**config.mk**
```make
export PLATFORM = sky130hd
export DESIGN_NAME = boot_copy_select_watchdog
export DESIGN_NICKNAME = d
export VERILOG_FILES = /design/src/core/boot_sel_pkg.sv /design/src/core/boot_copy_select_watchdog.sv /design/src/core/wdog_timer.sv /design/src/core/clear_seq.sv
export SDC_FILE = /design/constraint.sdc
export NUM_CORES = 1
export LEC_CHECK = 0
export BUFFER_PORTS_ARGS = -buffer_cell sky130_fd_sc_hd__buf_2
export CORE_ASPECT_RATIO = 0.6
export CORE_MARGIN = 1.5
export CORE_UTILIZATION = 40
export CTS_CLUSTER_DIAMETER = 60
export DETAILED_ROUTE_END_ITERATION = 6
export HOLD_SLACK_MARGIN = 0.03
export PLACE_DENSITY = 0.59
export SETUP_SLACK_MARGIN = 0.2
export SLEW_MARGIN = 20
export SYNTH_ARGS = -nofsm -noshare
export SYNTH_HDL_FRONTEND = slang
export SYNTH_SLANG_ARGS = --single-unit
```
**constraint.sdc**
```tcl
create_clock -name CORE_CLK -period 3.5 [get_ports CORE_CLK]
set_input_delay 0.35 -clock CORE_CLK [delete_from_list [all_inputs] [get_ports CORE_CLK]]
set_output_delay 0.35 -clock CORE_CLK [all_outputs]
set_load 0.05 [all_outputs]
```
**src/core/boot_sel_pkg.sv**
```systemverilog
// Constants shared by the boot copy selector and its helpers.
// Assumes a 25 MHz core clock; all pins synchronous to it.
package boot_sel_pkg;
  // ----------------------------------------------------------------
  // Timing
  // ----------------------------------------------------------------
  localparam int unsigned CLK_HZ          = 25_000_000;
  localparam int unsigned WDOG_TIMEOUT_MS = 1000;
  localparam int unsigned WDOG_CYCLES     = (CLK_HZ / 1000) * WDOG_TIMEOUT_MS;
  localparam int unsigned RESET_PULSE_US  = 140;
  localparam int unsigned RESET_CYCLES    = (CLK_HZ / 1_000_000) * RESET_PULSE_US;
  localparam int unsigned CNT_W           = 32;
  localparam logic [CNT_W-1:0] CNT_ZERO   = 32'h0000_0000;
  localparam logic [CNT_W-1:0] CNT_ONE    = 32'h0000_0001;

  // ----------------------------------------------------------------
  // Boot copy encoding, line levels and clear sequence states
  // ----------------------------------------------------------------
  localparam logic COPY_PRIMARY   = 1'b0;
  localparam logic COPY_BACKUP    = 1'b1;
  localparam logic FLAG_FIRED_LVL = 1'b0;
  localparam logic FLAG_IDLE_LVL  = 1'b1;

  typedef enum logic [2:0] {
    CLR_IDLE = 3'b001,
    CLR_LOW  = 3'b010,
    CLR_DONE = 3'b100
  } clr_state_e;
endpackage

```
**src/core/boot_copy_select_watchdog.sv**
```systemverilog
// Boot copy selector with supervisor watchdog and sticky fired flag.
// Assumes all inputs synchronous to CORE_CLK; RST_N is power-on reset.
// Behaviour
// - Power-on selects the primary firmware copy.
// - Watchdog expiry with auto-reboot jumper reboots from backup copy.
// - Without auto-reboot jumper, backup is taken on next manual reset.
// - Primary-only jumper fitted: never switch to backup.
// - Watchdog reboots processor after about one second without a kick.
// - Flag line reads low when fired, high when not.
// - Flag stays latched until clear line goes low then high.
// - Flag survives processor reboots.
// - Further expiries on backup again reboot from backup.
// - Setup request, restore line low or power cycle restore primary.
// - One indicator shows watchdog fired or primary boot source.
// - Separate indicator is lit while the processor reset is asserted.
// - Watchdog starts after power-on or reset; expiry asserts reset.
// - Fallback to backup requests setup settings returned to defaults.
`timescale 1ns/1ps
module boot_copy_select_watchdog #(
  parameter int unsigned WDOG_CYCLES  = boot_sel_pkg::WDOG_CYCLES,
  parameter int unsigned RESET_CYCLES = boot_sel_pkg::RESET_CYCLES
) (
  input  wire logic CORE_CLK,
  input  wire logic RST_N,
  input  wire logic CLK_EN,
  input  wire logic AUTO_REBOOT_JUMPER,
  input  wire logic PRIMARY_ONLY_JUMPER,
  input  wire logic MANUAL_RESET,
  input  wire logic WDOG_KICK,
  input  wire logic WDOG_STOP,
  input  wire logic SETUP_RESTORE_REQ,
  input  wire logic RESTORE_PRIMARY_LINE,
  input  wire logic FLAG_CLEAR_LINE,
  output logic      WATCHDOG_FIRED_FLAG_LINE,
  output logic      BOOT_FROM_BACKUP,
  output logic      CPU_RESET,
  output logic      SETUP_DEFAULTS_REQ,
  output logic      WATCHDOG_BOOT_INDICATOR,
  output logic      HARDWARE_RESET_INDICATOR
);
  localparam logic [boot_sel_pkg::CNT_W-1:0] RST_LOAD =
    (boot_sel_pkg::CNT_W)'(RESET_CYCLES);

  // ----------------------------------------------------------------
  // Helpers
  // ----------------------------------------------------------------
  logic wd_expired;
  logic clr_done;
  logic rst_start;
  logic rst_end_q;
  logic rst_end_d;

  wdog_timer #(
    .TIMEOUT_CYCLES (WDOG_CYCLES)
  ) u_wdog (
    .clk     (CORE_CLK),
    .rst_n   (RST_N),
    .ce      (CLK_EN),
    .restart (rst_end_q),
    .kick    (WDOG_KICK),
    .stop    (WDOG_STOP),
    .expired (wd_expired)
  );

  clear_seq u_clr (
    .clk   (CORE_CLK),
    .rst_n (RST_N),
    .ce    (CLK_EN),
    .line  (FLAG_CLEAR_LINE),
    .done  (clr_done)
  );

  // ----------------------------------------------------------------
  // State
  // ----------------------------------------------------------------
  logic                           backup_q;
  logic                           backup_d;
  logic                           pending_q;
  logic                           pending_d;
  logic                           fired_q;
  logic                           fired_d;
  logic [boot_sel_pkg::CNT_W-1:0] rcnt_q;
  logic [boot_sel_pkg::CNT_W-1:0] rcnt_d;
  logic                           cpu_rst_q;
  logic                           cpu_rst_d;
  logic                           flag_line_q;
  logic                           flag_line_d;
  logic                           defaults_q;
  logic                           defaults_d;
  logic                           hw_ind_q;
  logic                           hw_ind_d;
  logic                           wd_ind_q;
  logic                           wd_ind_d;
  logic                           restore;
  logic                           to_backup;

  // Restore wins over a simultaneous switch: software asked explicitly
  assign restore   = SETUP_RESTORE_REQ || !RESTORE_PRIMARY_LINE;
  assign rst_start = wd_expired || MANUAL_RESET;
  assign to_backup = !PRIMARY_ONLY_JUMPER &&
                     ((wd_expired && AUTO_REBOOT_JUMPER) ||
                      (MANUAL_RESET && pending_q));

  // ----------------------------------------------------------------
  // Next state
  // ----------------------------------------------------------------
  always_comb
  begin
    backup_d   = backup_q;
    pending_d  = pending_q;
    fired_d    = fired_q;
    rcnt_d     = rcnt_q;
    cpu_rst_d  = cpu_rst_q;
    rst_end_d  = 1'b0;
    defaults_d = defaults_q;
    // Fired flag only cleared by sequence; set wins over clear
    if (wd_expired)
      fired_d = 1'b1;
    else if (clr_done)
      fired_d = 1'b0;
    if (wd_expired && !AUTO_REBOOT_JUMPER && !PRIMARY_ONLY_JUMPER)
      pending_d = 1'b1;
    if (restore)
    begin
      backup_d  = boot_sel_pkg::COPY_PRIMARY;
      pending_d = 1'b0;
    end
    else if (to_backup)
    begin
      backup_d   = boot_sel_pkg::COPY_BACKUP;
      pending_d  = 1'b0;
      defaults_d = 1'b1;
    end
    if (SETUP_RESTORE_REQ)
      defaults_d = 1'b0;
    // Reset pulse; a new cause restarts it
    if (rst_start)
    begin
      cpu_rst_d = 1'b1;
      rcnt_d    = RST_LOAD;
    end
    else if (cpu_rst_q)
    begin
      if (rcnt_q <= boot_sel_pkg::CNT_ONE)
      begin
        cpu_rst_d = 1'b0;
        rst_end_d = 1'b1;
        rcnt_d    = boot_sel_pkg::CNT_ZERO;
      end
      else
        rcnt_d = rcnt_q - boot_sel_pkg::CNT_ONE;
    end
    hw_ind_d = cpu_rst_d;
    wd_ind_d = fired_d || (backup_d == boot_sel_pkg::COPY_PRIMARY);
    flag_line_d = fired_d ? boot_sel_pkg::FLAG_FIRED_LVL : boot_sel_pkg::FLAG_IDLE_LVL;
  end

  // ----------------------------------------------------------------
  // Registers
  // ----------------------------------------------------------------
  always_ff @(posedge CORE_CLK or negedge RST_N)
  begin
    if (!RST_N)
    begin
      backup_q   <= boot_sel_pkg::COPY_PRIMARY;
      pending_q  <= 1'b0;
      fired_q    <= 1'b0;
      rcnt_q     <= boot_sel_pkg::CNT_ZERO;
      cpu_rst_q  <= 1'b0;
      rst_end_q  <= 1'b1;
      defaults_q <= 1'b0;
      hw_ind_q   <= 1'b0;
      wd_ind_q   <= 1'b1;
      flag_line_q <= boot_sel_pkg::FLAG_IDLE_LVL;
    end
    else if (CLK_EN)
    begin
      backup_q   <= backup_d;
      pending_q  <= pending_d;
      fired_q    <= fired_d;
      rcnt_q     <= rcnt_d;
      cpu_rst_q  <= cpu_rst_d;
      rst_end_q  <= rst_end_d;
      defaults_q <= defaults_d;
      hw_ind_q   <= hw_ind_d;
      wd_ind_q   <= wd_ind_d;
      flag_line_q <= flag_line_d;
    end
  end

  // ----------------------------------------------------------------
  // Outputs
  // ----------------------------------------------------------------
  assign WATCHDOG_FIRED_FLAG_LINE = flag_line_q;
  assign BOOT_FROM_BACKUP         = backup_q;
  assign CPU_RESET                = cpu_rst_q;
  assign SETUP_DEFAULTS_REQ       = defaults_q;
  assign WATCHDOG_BOOT_INDICATOR  = wd_ind_q;
  assign HARDWARE_RESET_INDICATOR = hw_ind_q;

  // ----------------------------------------------------------------
  // Assertions
  // ----------------------------------------------------------------
  property p_power_on_primary;
    @(posedge CORE_CLK) $rose(RST_N) |-> BOOT_FROM_BACKUP == 1'b0;
  endproperty
  a_power_on_primary: assert property (p_power_on_primary) else $error("not primary at power-on");

  property p_auto_backup;
    @(posedge CORE_CLK) disable iff (!RST_N)
      (CLK_EN && wd_expired && AUTO_REBOOT_JUMPER && !PRIMARY_ONLY_JUMPER && !restore)
      |=> BOOT_FROM_BACKUP && CPU_RESET;
  endproperty
  a_auto_backup: assert property (p_auto_backup) else $error("no auto backup reboot");

  property p_manual_backup;
    @(posedge CORE_CLK) disable iff (!RST_N)
      (CLK_EN && MANUAL_RESET && pending_q && !PRIMARY_ONLY_JUMPER && !restore)
      |=> BOOT_FROM_BACKUP;
  endproperty
  a_manual_backup: assert property (p_manual_backup) else $error("manual reset missed backup");

  property p_primary_only;
    @(posedge CORE_CLK) disable iff (!RST_N)
      (PRIMARY_ONLY_JUMPER && !BOOT_FROM_BACKUP) |=> !BOOT_FROM_BACKUP;
  endproperty
  a_primary_only: assert property (p_primary_only) else $error("backup with primary-only");

  property p_flag_line;
    @(posedge CORE_CLK) disable iff (!RST_N)
      (CLK_EN && wd_expired) |=> (WATCHDOG_FIRED_FLAG_LINE == 1'b0) && fired_q;
  endproperty
  a_flag_line: assert property (p_flag_line) else $error("flag line not low after fire");

  property p_flag_hold;
    @(posedge CORE_CLK) disable iff (!RST_N)
      (fired_q && !clr_done) |=> fired_q;
  endproperty
  a_flag_hold: assert property (p_flag_hold) else $error("flag dropped without clear");

  property p_flag_through_reboot;
    @(posedge CORE_CLK) disable iff (!RST_N)
      (fired_q && CPU_RESET && !clr_done) |=> !WATCHDOG_FIRED_FLAG_LINE;
  endproperty
  a_flag_through_reboot: assert property (p_flag_through_reboot) else $error("flag lost");

  property p_restore;
    @(posedge CORE_CLK) disable iff (!RST_N)
      (CLK_EN && restore) |=> !BOOT_FROM_BACKUP;
  endproperty
  a_restore: assert property (p_restore) else $error("restore ignored");

  property p_reset_ind;
    @(posedge CORE_CLK) disable iff (!RST_N)
      HARDWARE_RESET_INDICATOR == CPU_RESET;
  endproperty
  a_reset_ind: assert property (p_reset_ind) else $error("reset indicator mismatch");

  property p_wd_reset;
    @(posedge CORE_CLK) disable iff (!RST_N)
      (CLK_EN && wd_expired) |=> CPU_RESET;
  endproperty
  a_wd_reset: assert property (p_wd_reset) else $error("expiry without reset");

  property p_stable_sel;
    @(posedge CORE_CLK) disable iff (!RST_N)
      (!restore && !to_backup) |=> $stable(BOOT_FROM_BACKUP);
  endproperty
  a_stable_sel: assert property (p_stable_sel) else $error("selection moved");

  property p_clear_flag;
    @(posedge CORE_CLK) disable iff (!RST_N)
      (CLK_EN && clr_done && !wd_expired) |=> WATCHDOG_FIRED_FLAG_LINE;
  endproperty
  a_clear_flag: assert property (p_clear_flag) else $error("flag not cleared");

  property p_defaults;
    @(posedge CORE_CLK) disable iff (!RST_N)
      (CLK_EN && to_backup && !restore) |=> SETUP_DEFAULTS_REQ;
  endproperty
  a_defaults: assert property (p_defaults) else $error("no defaults request");

  property p_wd_ind;
    @(posedge CORE_CLK) disable iff (!RST_N)
      WATCHDOG_BOOT_INDICATOR == (!WATCHDOG_FIRED_FLAG_LINE || !BOOT_FROM_BACKUP);
  endproperty
  a_wd_ind: assert property (p_wd_ind) else $error("boot indicator mismatch");

  property p_freeze;
    @(posedge CORE_CLK) disable iff (!RST_N)
      !CLK_EN |=> $stable(BOOT_FROM_BACKUP) && $stable(CPU_RESET)
                  && $stable(WATCHDOG_FIRED_FLAG_LINE);
  endproperty
  a_freeze: assert property (p_freeze) else $error("state moved while disabled");

  // ----------------------------------------------------------------
  // Covers
  // ----------------------------------------------------------------
  c_pending: cover property (@(posedge CORE_CLK) disable iff (!RST_N)
    $rose(pending_q));
  c_freeze: cover property (@(posedge CORE_CLK) disable iff (!RST_N)
    !CLK_EN && CPU_RESET);
  c_auto: cover property (@(posedge CORE_CLK) disable iff (!RST_N)
    $rose(BOOT_FROM_BACKUP));
  c_restore: cover property (@(posedge CORE_CLK) disable iff (!RST_N)
    $fell(BOOT_FROM_BACKUP));
  c_clear: cover property (@(posedge CORE_CLK) disable iff (!RST_N)
    $rose(WATCHDOG_FIRED_FLAG_LINE));
endmodule // boot_copy_select_watchdog

```
**src/core/wdog_timer.sv**
```systemverilog
// Supervisor watchdog: counts down while running, kick restarts it.
// Assumes kick and stop are one-cycle synchronous strobes.
`timescale 1ns/1ps
module wdog_timer #(
  parameter int unsigned TIMEOUT_CYCLES = boot_sel_pkg::WDOG_CYCLES
) (
  input  wire logic clk,
  input  wire logic rst_n,
  input  wire logic ce,
  input  wire logic restart,
  input  wire logic kick,
  input  wire logic stop,
  output logic      expired
);
  localparam logic [boot_sel_pkg::CNT_W-1:0] LOAD = (boot_sel_pkg::CNT_W)'(TIMEOUT_CYCLES);

  logic [boot_sel_pkg::CNT_W-1:0] cnt_q;
  logic [boot_sel_pkg::CNT_W-1:0] cnt_d;
  logic                           run_q;
  logic                           run_d;
  logic                           exp_q;
  logic                           exp_d;

  always_comb
  begin
    cnt_d = cnt_q;
    run_d = run_q;
    exp_d = 1'b0;
    if (restart)
    begin
      run_d = 1'b1;
      cnt_d = LOAD;
    end
    else if (stop)
      run_d = 1'b0;
    else if (run_q && kick)
      cnt_d = LOAD;
    else if (run_q && cnt_q == boot_sel_pkg::CNT_ONE)
    begin
      exp_d = 1'b1;
      run_d = 1'b0;
      cnt_d = boot_sel_pkg::CNT_ZERO;
    end
    else if (run_q)
      cnt_d = cnt_q - boot_sel_pkg::CNT_ONE;
  end

  always_ff @(posedge clk or negedge rst_n)
  begin
    if (!rst_n)
    begin
      cnt_q <= boot_sel_pkg::CNT_ZERO;
      run_q <= 1'b0;
      exp_q <= 1'b0;
    end
    else if (ce)
    begin
      cnt_q <= cnt_d;
      run_q <= run_d;
      exp_q <= exp_d;
    end
  end

  assign expired = exp_q;
endmodule // wdog_timer

```
**src/core/clear_seq.sv**
```systemverilog
// Detects a low-then-high sequence on the flag clear line.
// Assumes the line is synchronous; one-cycle done pulse on the rise.
`timescale 1ns/1ps
module clear_seq (
  input  wire logic clk,
  input  wire logic rst_n,
  input  wire logic ce,
  input  wire logic line,
  output logic      done
);
  boot_sel_pkg::clr_state_e st_q;
  boot_sel_pkg::clr_state_e st_d;

  always_comb
  begin
    st_d = st_q;
    unique case (st_q)
      boot_sel_pkg::CLR_IDLE: if (!line) st_d = boot_sel_pkg::CLR_LOW;
      boot_sel_pkg::CLR_LOW:  if (line)  st_d = boot_sel_pkg::CLR_DONE;
      boot_sel_pkg::CLR_DONE: st_d = line ? boot_sel_pkg::CLR_IDLE : boot_sel_pkg::CLR_LOW;
      default:                st_d = boot_sel_pkg::CLR_IDLE;
    endcase
  end

  always_ff @(posedge clk or negedge rst_n)
  begin
    if (!rst_n)
      st_q <= boot_sel_pkg::CLR_IDLE;
    else if (ce)
      st_q <= st_d;
  end

  assign done = (st_q == boot_sel_pkg::CLR_DONE);
endmodule // clear_seq

```
==> results of run 1 <==
==> power groups by stage <==
stage	clock, W	sequential, W	combinational (W)
after floorplan	0	0.000984	0.0000911
after global placement	0	0.000973	0.000152
after detailed placement	0	0.000975	0.000155
after CTS	0.00113	0.000960	0.000156
after global routing	0.00117	0.000966	0.000176
final	0.00111	0.000960	0.000155
==> placed cells by master, fill, tap and decap left out, drive strengths merged, types with 17 or more instances in the layout <==
cell	instances
dfrtp	73
nor2	65
a21oi	30
nand2	28
nor3	26
buf	22
nor4	21
o21ai	20
xnor2	17
nand3	17
==> metal layers <==
| metal | global-route usage (%) | up-vias | routed length [µm] |
|---|---|---|---|
| met5 | 0 | - | 0 |
| met2 | 27.5 | 122 | 4540 |
| met3 | 5.65 | 11 | 742 |
| met1 | 32.0 | 1878 | 5930 |
| li1 | - | 1813 | - |
| met4 | 6.09 | 0 | 116 |
==> through the flow <==
stage               util (%)  setup WS [ns]  total power [W]  instances  cell area, µm²
floorplan                  -           1.34          0.00108        480            4460
finish                  46.6          0.831          0.00223        635            4990
global route            46.6          0.521          0.00231        635            4990
CTS                     46.6          0.845          0.00224        635            4990
global placement        43.3           1.02          0.00113        619            4630
detailed placement      43.3          0.851          0.00113        619            4630
==> worst max-delay path: cells and delay by family, from the launching register on <==
kind            cells  cell delay, ns
compound gates      1            0.54
fa+ha+maj           1            0.15
buf+inv             1            0.11
flops               1            0.41
simple gates        4            1.31
==> path summary, 6_finish.rpt <==
| check | from | slack, ns | depth (start not counted) | end |
|---|---|---|---|---|
| max | u_wdog.cnt_q[1] | 0.83 | 7 | u_wdog.cnt_q[5] |
| min | RST_N | 0.03 | 1 | u_clr.st_q[1] |
| max reg2reg | u_wdog.cnt_q[1] | 0.83 | 7 | u_wdog.cnt_q[5] |
| min reg2reg | WATCHDOG_BOOT_INDICATOR | 0.49 | 2 | WATCHDOG_BOOT_INDICATOR |
| max in group asynchronous | RST_N | 2.95 | 1 | rcnt_q[21] |
| min in group CORE_CLK | FLAG_CLEAR_LINE | 0.21 | 2 | u_clr.st_q[1] |
==> cell type report <==
type                    count  area, µm²
well taps                 139        174
flip-flops and latches     77       1930
multi-input cells         368       2350
clock inverters             4       95.1
inverters                  13       48.8
clock buffers              12        256
fillers                   993       5710
repair buffers             22        131
==> cell families (layout without fill, tap and decap cells) <==
logic type | count (synthesis) | in the layout | synth area share, %
simple gates | 218 | 218 | 27.8
mux | 5 | 5 | 1.15
buf+inv | 35 | 51 | 3.93
compound gates | 111 | 111 | 16.8
xor+xnor | 30 | 30 | 5.89
flops | 77 | 77 | 43.3
fa+ha+maj | 4 | 4 | 1.12
==> state kept, by name, summed over array words and instances, names as in the netlist <==
register                  count
rcnt_q                       32
u_wdog.cnt_q                 32
u_clr.st_q                    3
BOOT_FROM_BACKUP              1
HARDWARE_RESET_INDICATOR      1
SETUP_DEFAULTS_REQ            1
WATCHDOG_BOOT_INDICATOR       1
WATCHDOG_FIRED_FLAG_LINE      1
fired_q                       1
pending_q                     1
rst_end_q                     1
u_wdog.expired                1
u_wdog.run_q                  1
==> impl_summary.txt, run 1 <==
----------------------------------------------------
[Final layout]
  Final-stage net count ... 506
  Proportion of layout cells with a drive suffix above 1 ... 12.9%
  Number of diodes added for antenna fixing ... 0
  P&R area growth vs syn ... 11.9%

[Worst setup path]
  Maximum fanout along the worst path ... 18
  Cell Chain, Critical Path ... inv_1 > ha_1 > or4bb_1 > nor4_1 > nand4_1 > a21oi_4 > nor2_1
  Startpoint class of the critical path ... flop
  Largest stage delay, worst path ... 0.54 ns
  Library cell contributing the largest single delay on the critical path ... a21oi_4
  Kind of critical path ... reg -> reg
  Arrival time of data at the critical path endpoint ... ~2.9 ns
  Required arrival time at the worst endpoint ... 3.70 ns
  Crit end category ... flop

[Timing]
  Number of max-slew violations in the final report ... 0
  Final Cycle Share ... 76.3%
  Worst hold margin ... 0.0326 ns
  Least-Margin Pin Slew ... between 0.8 and 0.9 ns
  Headroom to the max-slew limit ... 45.1%
  Max Fclk ... 375 MHz
  Post-route minimum period ... ~2.7 ns
  Summed negative setup slack over all endpoints ... 0 ns
  Endpoints failing setup ... 0
  Final hold violation count ... 0
  Setup repair after global routing missed its margin ... false
  Worst setup skew after layout ... 0.00972 ns

[Clock network]
  Total CTS buffers ... 9
  Post-CTS sizing ... 0
  TritonCTS clock tree ... built
  Clk Tree Root Cell ... clkbuf_16
  Cts hold-fix bufs ... 0
  Post-CTS Repair Setup Buffers ... 0
  Maximum level of the CTS H-tree ... 3
  Worst-skew pair later-pin latency ... 0.35 ns
  Clk slew on worst S/H paths ... 0.06 ns
  Number of buffers on the longest clock path ... 2
  Clock sink count ... 77

[Global routing]
  Initial antenna violation count ... 0
  Largest net degree at the start of global routing ... 78
  Via count of the first global-routing pass ... 3648
  Total routing usage reported by global routing ... 20.6%
  Gr ovfl total ... 0
  First-pass GRT wire length ... 19100 µm

[Route]
  Total number of vias ... 3824
  Number of detailed-route iterations in the first pass ... 4
  Vias per std cell ... 6.02
  DRC violation count after routing ... 0
  Initial DRC count ... 425
  Detailed Route WL ... 11300 µm
  Average routed wire per standard cell ... ~18 µm
  Residual antenna-violating net count after detailed routing ... 0

[Run]
  Number of maximum-capacitance violations ... 0

[Pwr]
  Clock group share of total power ... 49.9%
  Share of total power in combinational logic ... 7.0%
  Total internal power ... 0.00171 W
  VDD IR max ... 277 µV
  Proportion of power drawn by flip-flops and latches ... 43.1%
  NetSw ... 0.000512 W
  Cell area power density ... between 400 and 500 nW/µm²
  Static Leakage ... around 2.2 nW
  Switching portion of total power ... 23.0%

[Floorplan]
  Initial Util ... 41.7%
  Floorplan core area ... 10700 µm²
  Cell row count ... 29
  Top-level port count ... 17
  Die Area ... 11800 µm²
  Horiz. Die Dim ... 139 µm
  Vertical extent of the die ... 84.8 µm

[Synth]
  Primary flip-flop cell chosen by synthesis mapping ... dfrtp_1
  Share of flip-flops with an asynchronous set or reset after synthesis ... 100%
  Synthesized Nets ... 495
  Dominant cell by count in the synthesized netlist ... dfrtp_1
  Number of instances in the synthesized netlist ... between 400 and 500
  Cell variety after synth ... between 70 and 80
  Cell Area, Synth ... 4460 µm²
  Number of storage elements in the synthesis netlist ... 77
  Most area-hungry cell type in the Yosys netlist ... dfrtp_1
  Area share of the leading cell type in the synthesized netlist ... 41.0%
  Commonest cells in the synthesized netlist ... dfrtp_1, nor2_1, a21oi_1
  Share of synthesized area occupied by flip-flops and latches ... 43.3%
  Ranking of synthesized cells by area ... dfrtp_1, nor2_1, xnor2_1
  Avg Inst Size Synth ... 9.29 µm²
  Count of flip-flops with a built-in enable after synthesis ... 0
  Yosys warning count ... 0

[Placed design]
  Post-detail-place hpwl ... 7820 µm
  RePlAce Congestion ... around 0.85
  Port Buf Inserts ... 16

[Min path]
  Worst hold-check path type ... in -> async

[Outcome]
  Run status ... finished, final reports clean

----------------------------------------------------
(Power assumes the default switching activity.)
==> run 2, diff against run 1 <==
--- a/config.mk
+++ b/config.mk
@@ -5,6 +5,7 @@
 export SDC_FILE = /design/constraint.sdc
 export NUM_CORES = 1
 export LEC_CHECK = 0
+export ABC_AREA = 1
 export BUFFER_PORTS_ARGS = -buffer_cell sky130_fd_sc_hd__buf_2
 export CORE_ASPECT_RATIO = 0.6
 export CORE_MARGIN = 1.5
@@ -12,7 +13,7 @@
 export CTS_CLUSTER_DIAMETER = 60
 export DETAILED_ROUTE_END_ITERATION = 6
 export HOLD_SLACK_MARGIN = 0.03
-export PLACE_DENSITY = 0.59
+export PLACE_DENSITY = 0.58
 export SETUP_SLACK_MARGIN = 0.2
 export SLEW_MARGIN = 20
 export SYNTH_ARGS = -nofsm -noshare
==> constraint.sdc (replaced) <==
create_clock -name CORE_CLK -period 2.7 [get_ports CORE_CLK]
set_input_delay 0.27 -clock CORE_CLK [delete_from_list [all_inputs] [get_ports CORE_CLK]]
set_output_delay 0.27 -clock CORE_CLK [all_outputs]
set_load 0.05 [all_outputs]
==> impl_summary.txt, run 2 <==
----------------------------------------------------
[Timing]
  Endpoints failing setup ... 0 (unchanged)
  Summed negative setup slack over all endpoints ... 0 ns (unchanged)
  Max Fclk ... 478 MHz (was 375 MHz)
  Setup repair after global routing missed its margin ... false (unchanged)
  Least-Margin Pin Slew ... 0.721 ns (was 0.817 ns)
  Final Cycle Share ... 77.5% (was 76.3%)
  Worst hold margin ... 0.110 ns (was 0.0326 ns)
  Headroom to the max-slew limit ... 52.0% (was 45.1%)
  Worst setup skew after layout ... 0.00968 ns (was 0.00972 ns)
  Final hold violation count ... 0 (unchanged)
  Post-route minimum period ... 2.09 ns (was 2.67 ns)
  Number of max-slew violations in the final report ... 0 (unchanged)

[Synth]
  Ranking of synthesized cells by area ... dfrtp_1, nand2_1, nor2_1 (was dfrtp_1, nor2_1, xnor2_1)
  Primary flip-flop cell chosen by synthesis mapping ... dfrtp_1 (unchanged)
  Most area-hungry cell type in the Yosys netlist ... dfrtp_1 (unchanged)
  Synthesized Nets ... 728 (was 495)
  Area share of the leading cell type in the synthesized netlist ... 37.3% (was 41.0%)
  Yosys warning count ... 0 (unchanged)
  Share of flip-flops with an asynchronous set or reset after synthesis ... 100% (unchanged)
  Avg Inst Size Synth ... 6.87 µm² (was 9.29 µm²)
  Count of flip-flops with a built-in enable after synthesis ... 0 (unchanged)
  Share of synthesized area occupied by flip-flops and latches ... 39.4% (was 43.3%)
  Number of instances in the synthesized netlist ... 713 (was 480)
  Number of storage elements in the synthesis netlist ... 77 (unchanged)
  Cell variety after synth ... 35 (was 71)
  Dominant cell by count in the synthesized netlist ... nand2_1 (was dfrtp_1)
  Commonest cells in the synthesized netlist ... nand2_1, nor2_1, inv_1 (was dfrtp_1, nor2_1, a21oi_1)
  Cell Area, Synth ... 4900 µm² (was 4460 µm²)

[Pwr]
  NetSw ... 0.00101 W (was 0.000512 W)
  Share of total power in combinational logic ... 17.8% (was 7.0%)
  Clock group share of total power ... 38.9% (was 49.9%)
  Cell area power density ... 588 nW/µm² (was 446 nW/µm²)
  Switching portion of total power ... 31.7% (was 23.0%)
  VDD IR max ... 326 µV (was 277 µV)
  Proportion of power drawn by flip-flops and latches ... 43.3% (was 43.1%)
  Static Leakage ... 2.70 nW (was 2.20 nW)
  Total internal power ... 0.00218 W (was 0.00171 W)

[Global routing]
  Via count of the first global-routing pass ... 3891 (was 3648)
  First-pass GRT wire length ... 20200 µm (was 19100 µm)
  Gr ovfl total ... 0 (unchanged)
  Initial antenna violation count ... 0 (unchanged)
  Total routing usage reported by global routing ... 20.2% (was 20.6%)
  Largest net degree at the start of global routing ... 78 (unchanged)

[Worst setup path]
  Maximum fanout along the worst path ... 14 (was 18)
  Required arrival time at the worst endpoint ... 2.90 ns (was 3.70 ns)
  Arrival time of data at the critical path endpoint ... 2.29 ns (was 2.87 ns)
  Kind of critical path ... reg -> reg (unchanged)
  Startpoint class of the critical path ... flop (unchanged)
  Most used cell along the critical path ... nand2_2
  Cell Chain, Critical Path ... inv_1 > ha_1 > nand2_2 > nor2_4 > nand2_1 > nand2_2 > nand2_4 > a21oi_4 > nor2_1 (was inv_1 > ha_1 > or4bb_1 > nor4_1 > nand4_1 > a21oi_4 > nor2_1)
  Library cell contributing the largest single delay on the critical path ... a21oi_4 (unchanged)
  Crit end category ... flop (unchanged)
  Largest stage delay, worst path ... 0.48 ns (was 0.54 ns)

[Route]
  DRC violation count after routing ... 0 (unchanged)
  Total number of vias ... 4483 (was 3824)
  Initial DRC count ... 355 (was 425)
  Detailed Route WL ... 12400 µm (was 11300 µm)
  Number of detailed-route iterations in the first pass ... 7 (was 4)
  Residual antenna-violating net count after detailed routing ... 0 (unchanged)
  Vias per std cell ... 4.97 (was 6.02)
  Average routed wire per standard cell ... 13.8 µm (was 17.8 µm)

[Final layout]
  Proportion of layout cells with a drive suffix above 1 ... 10.2% (was 12.9%)
  Count of placed standard cells in the final layout, fillers left out ... 902 (was 635)
  Final-stage net count ... 747 (was 506)
  P&R area growth vs syn ... 11.1% (was 11.9%)
  Registers with the most flip-flops ... rcnt_q (32), u_wdog.cnt_q (32), u_clr.st_q (3) (unchanged)
  Commonest non-fill, non-tap cell in the layout ... nand2_1 (was dfrtp_1)
  Number of diodes added for antenna fixing ... 0 (unchanged)
  Commonest cells after routing, fill and taps aside ... nand2_1, nor2_1, inv_1 (was dfrtp_1, nor2_1, a21oi_1)
  Util after Layout ... 45.4% (was 46.6%)

[Placed design]
  Port Buf Inserts ... 16 (unchanged)
  Total instance count after detailed placement ... 885 (was 619)
  RePlAce Congestion ... 0.915 (was 0.854)
  Post-detail-place hpwl ... 9410 µm (was 7820 µm)

[Clock network]
  Number of buffers on the longest clock path ... 2 (unchanged)
  Post-CTS Repair Setup Buffers ... 0 (unchanged)
  Worst-skew pair later-pin latency ... 0.34 ns (was 0.35 ns)
  Clk Tree Root Cell ... clkbuf_16 (unchanged)
  TritonCTS clock tree ... built (unchanged)
  Cts hold-fix bufs ... 0 (unchanged)
  Total CTS buffers ... 9 (unchanged)
  Maximum level of the CTS H-tree ... 3 (unchanged)
  Clock sink count ... 77 (unchanged)
  Clk slew on worst S/H paths ... 0.06 ns (about the same)
  Post-CTS sizing ... 0 (unchanged)

[Min path]
  Worst hold-check path type ... in -> reg (was in -> async)

[Floorplan]
  Top-level port count ... 17 (unchanged)
  Floorplan core area ... 12000 µm² (was 10700 µm²)
  Horiz. Die Dim ... 146 µm (was 139 µm)
  Vertical extent of the die ... 88.7 µm (was 84.8 µm)
  Initial Util ... 40.9% (was 41.7%)
  Die Area ... 12900 µm² (was 11800 µm²)
  Cell row count ... 31 (was 29)

[Run]
  Number of maximum-capacitance violations ... 0 (unchanged)

[Outcome]
  Run status ... finished, final reports clean (unchanged)

----------------------------------------------------
[run 2: power groups by stage]
stage                     registers [W]  logic [W]  clock network [W]
after CTS                       0.00138   0.000569            0.00127
after global routing            0.00140   0.000653            0.00132
final                           0.00138   0.000570            0.00124
after detailed placement        0.00140   0.000565                  0
after global placement          0.00140   0.000556                  0
after floorplan                 0.00140   0.000407                  0
[run 2: cells by family after synthesis]
family	after synthesis	synth area share, %
simple gates	442	38.4
buf+inv	96	8.07
flops	77	39.4
compound gates	63	7.48
xor+xnor	31	5.54
fa+ha+maj	4	1.02
[run 2: stage by stage]
stage,power [W],instance area [µm²],setup slack (ns)
finish,0.00320,5440,0.607
global route,0.00337,5440,0.427
CTS,0.00323,5430,0.595
detailed placement,0.00197,5130,0.601
global placement,0.00195,5130,0.676
floorplan,0.00181,4900,1.03
[run 2: critical path, delay by kind of cell, from the launching register on]
family          cells  cell delay, ns
simple gates        6            0.67
compound gates      1            0.48
fa+ha+maj           1            0.28
flops               1            0.39
buf+inv             1            0.13
[run 2: area by class of cell]
cell class              count  area (µm²)
fillers                  1259        6550
multi-input cells         540        2570
flip-flops and latches     77        1930
inverters                  85         319
clock buffers              10         229
well taps                 165         206
repair buffers             19         111
clock inverters             6        71.3
[run 2: metal layers]
layer  GRT usage (%)  vias up  share of wire [%]
met5               0        -                  0
met4            5.01        0               0.81
met3            6.19        9                7.0
met2            26.0      123                 37
met1            31.6     2080                 55
li1                -     2271                  -
[run 2: final timing paths]
path / from / to / slack [ns] / cells past startpoint
worst max-delay path: rcnt_q[0] / rcnt_q[6] / 0.61 / 9
worst max register to register: rcnt_q[0] / rcnt_q[6] / 0.61 / 9
worst min register to register: WATCHDOG_FIRED_FLAG_LINE / WATCHDOG_FIRED_FLAG_LINE / 0.48 / 2
min in group asynchronous: RST_N / rcnt_q[17] / 0.52 / 2
worst min-delay path: SETUP_RESTORE_REQ / SETUP_DEFAULTS_REQ / 0.11 / 2
max in group asynchronous: RST_N / u_wdog.cnt_q[3] / 1.67 / 2
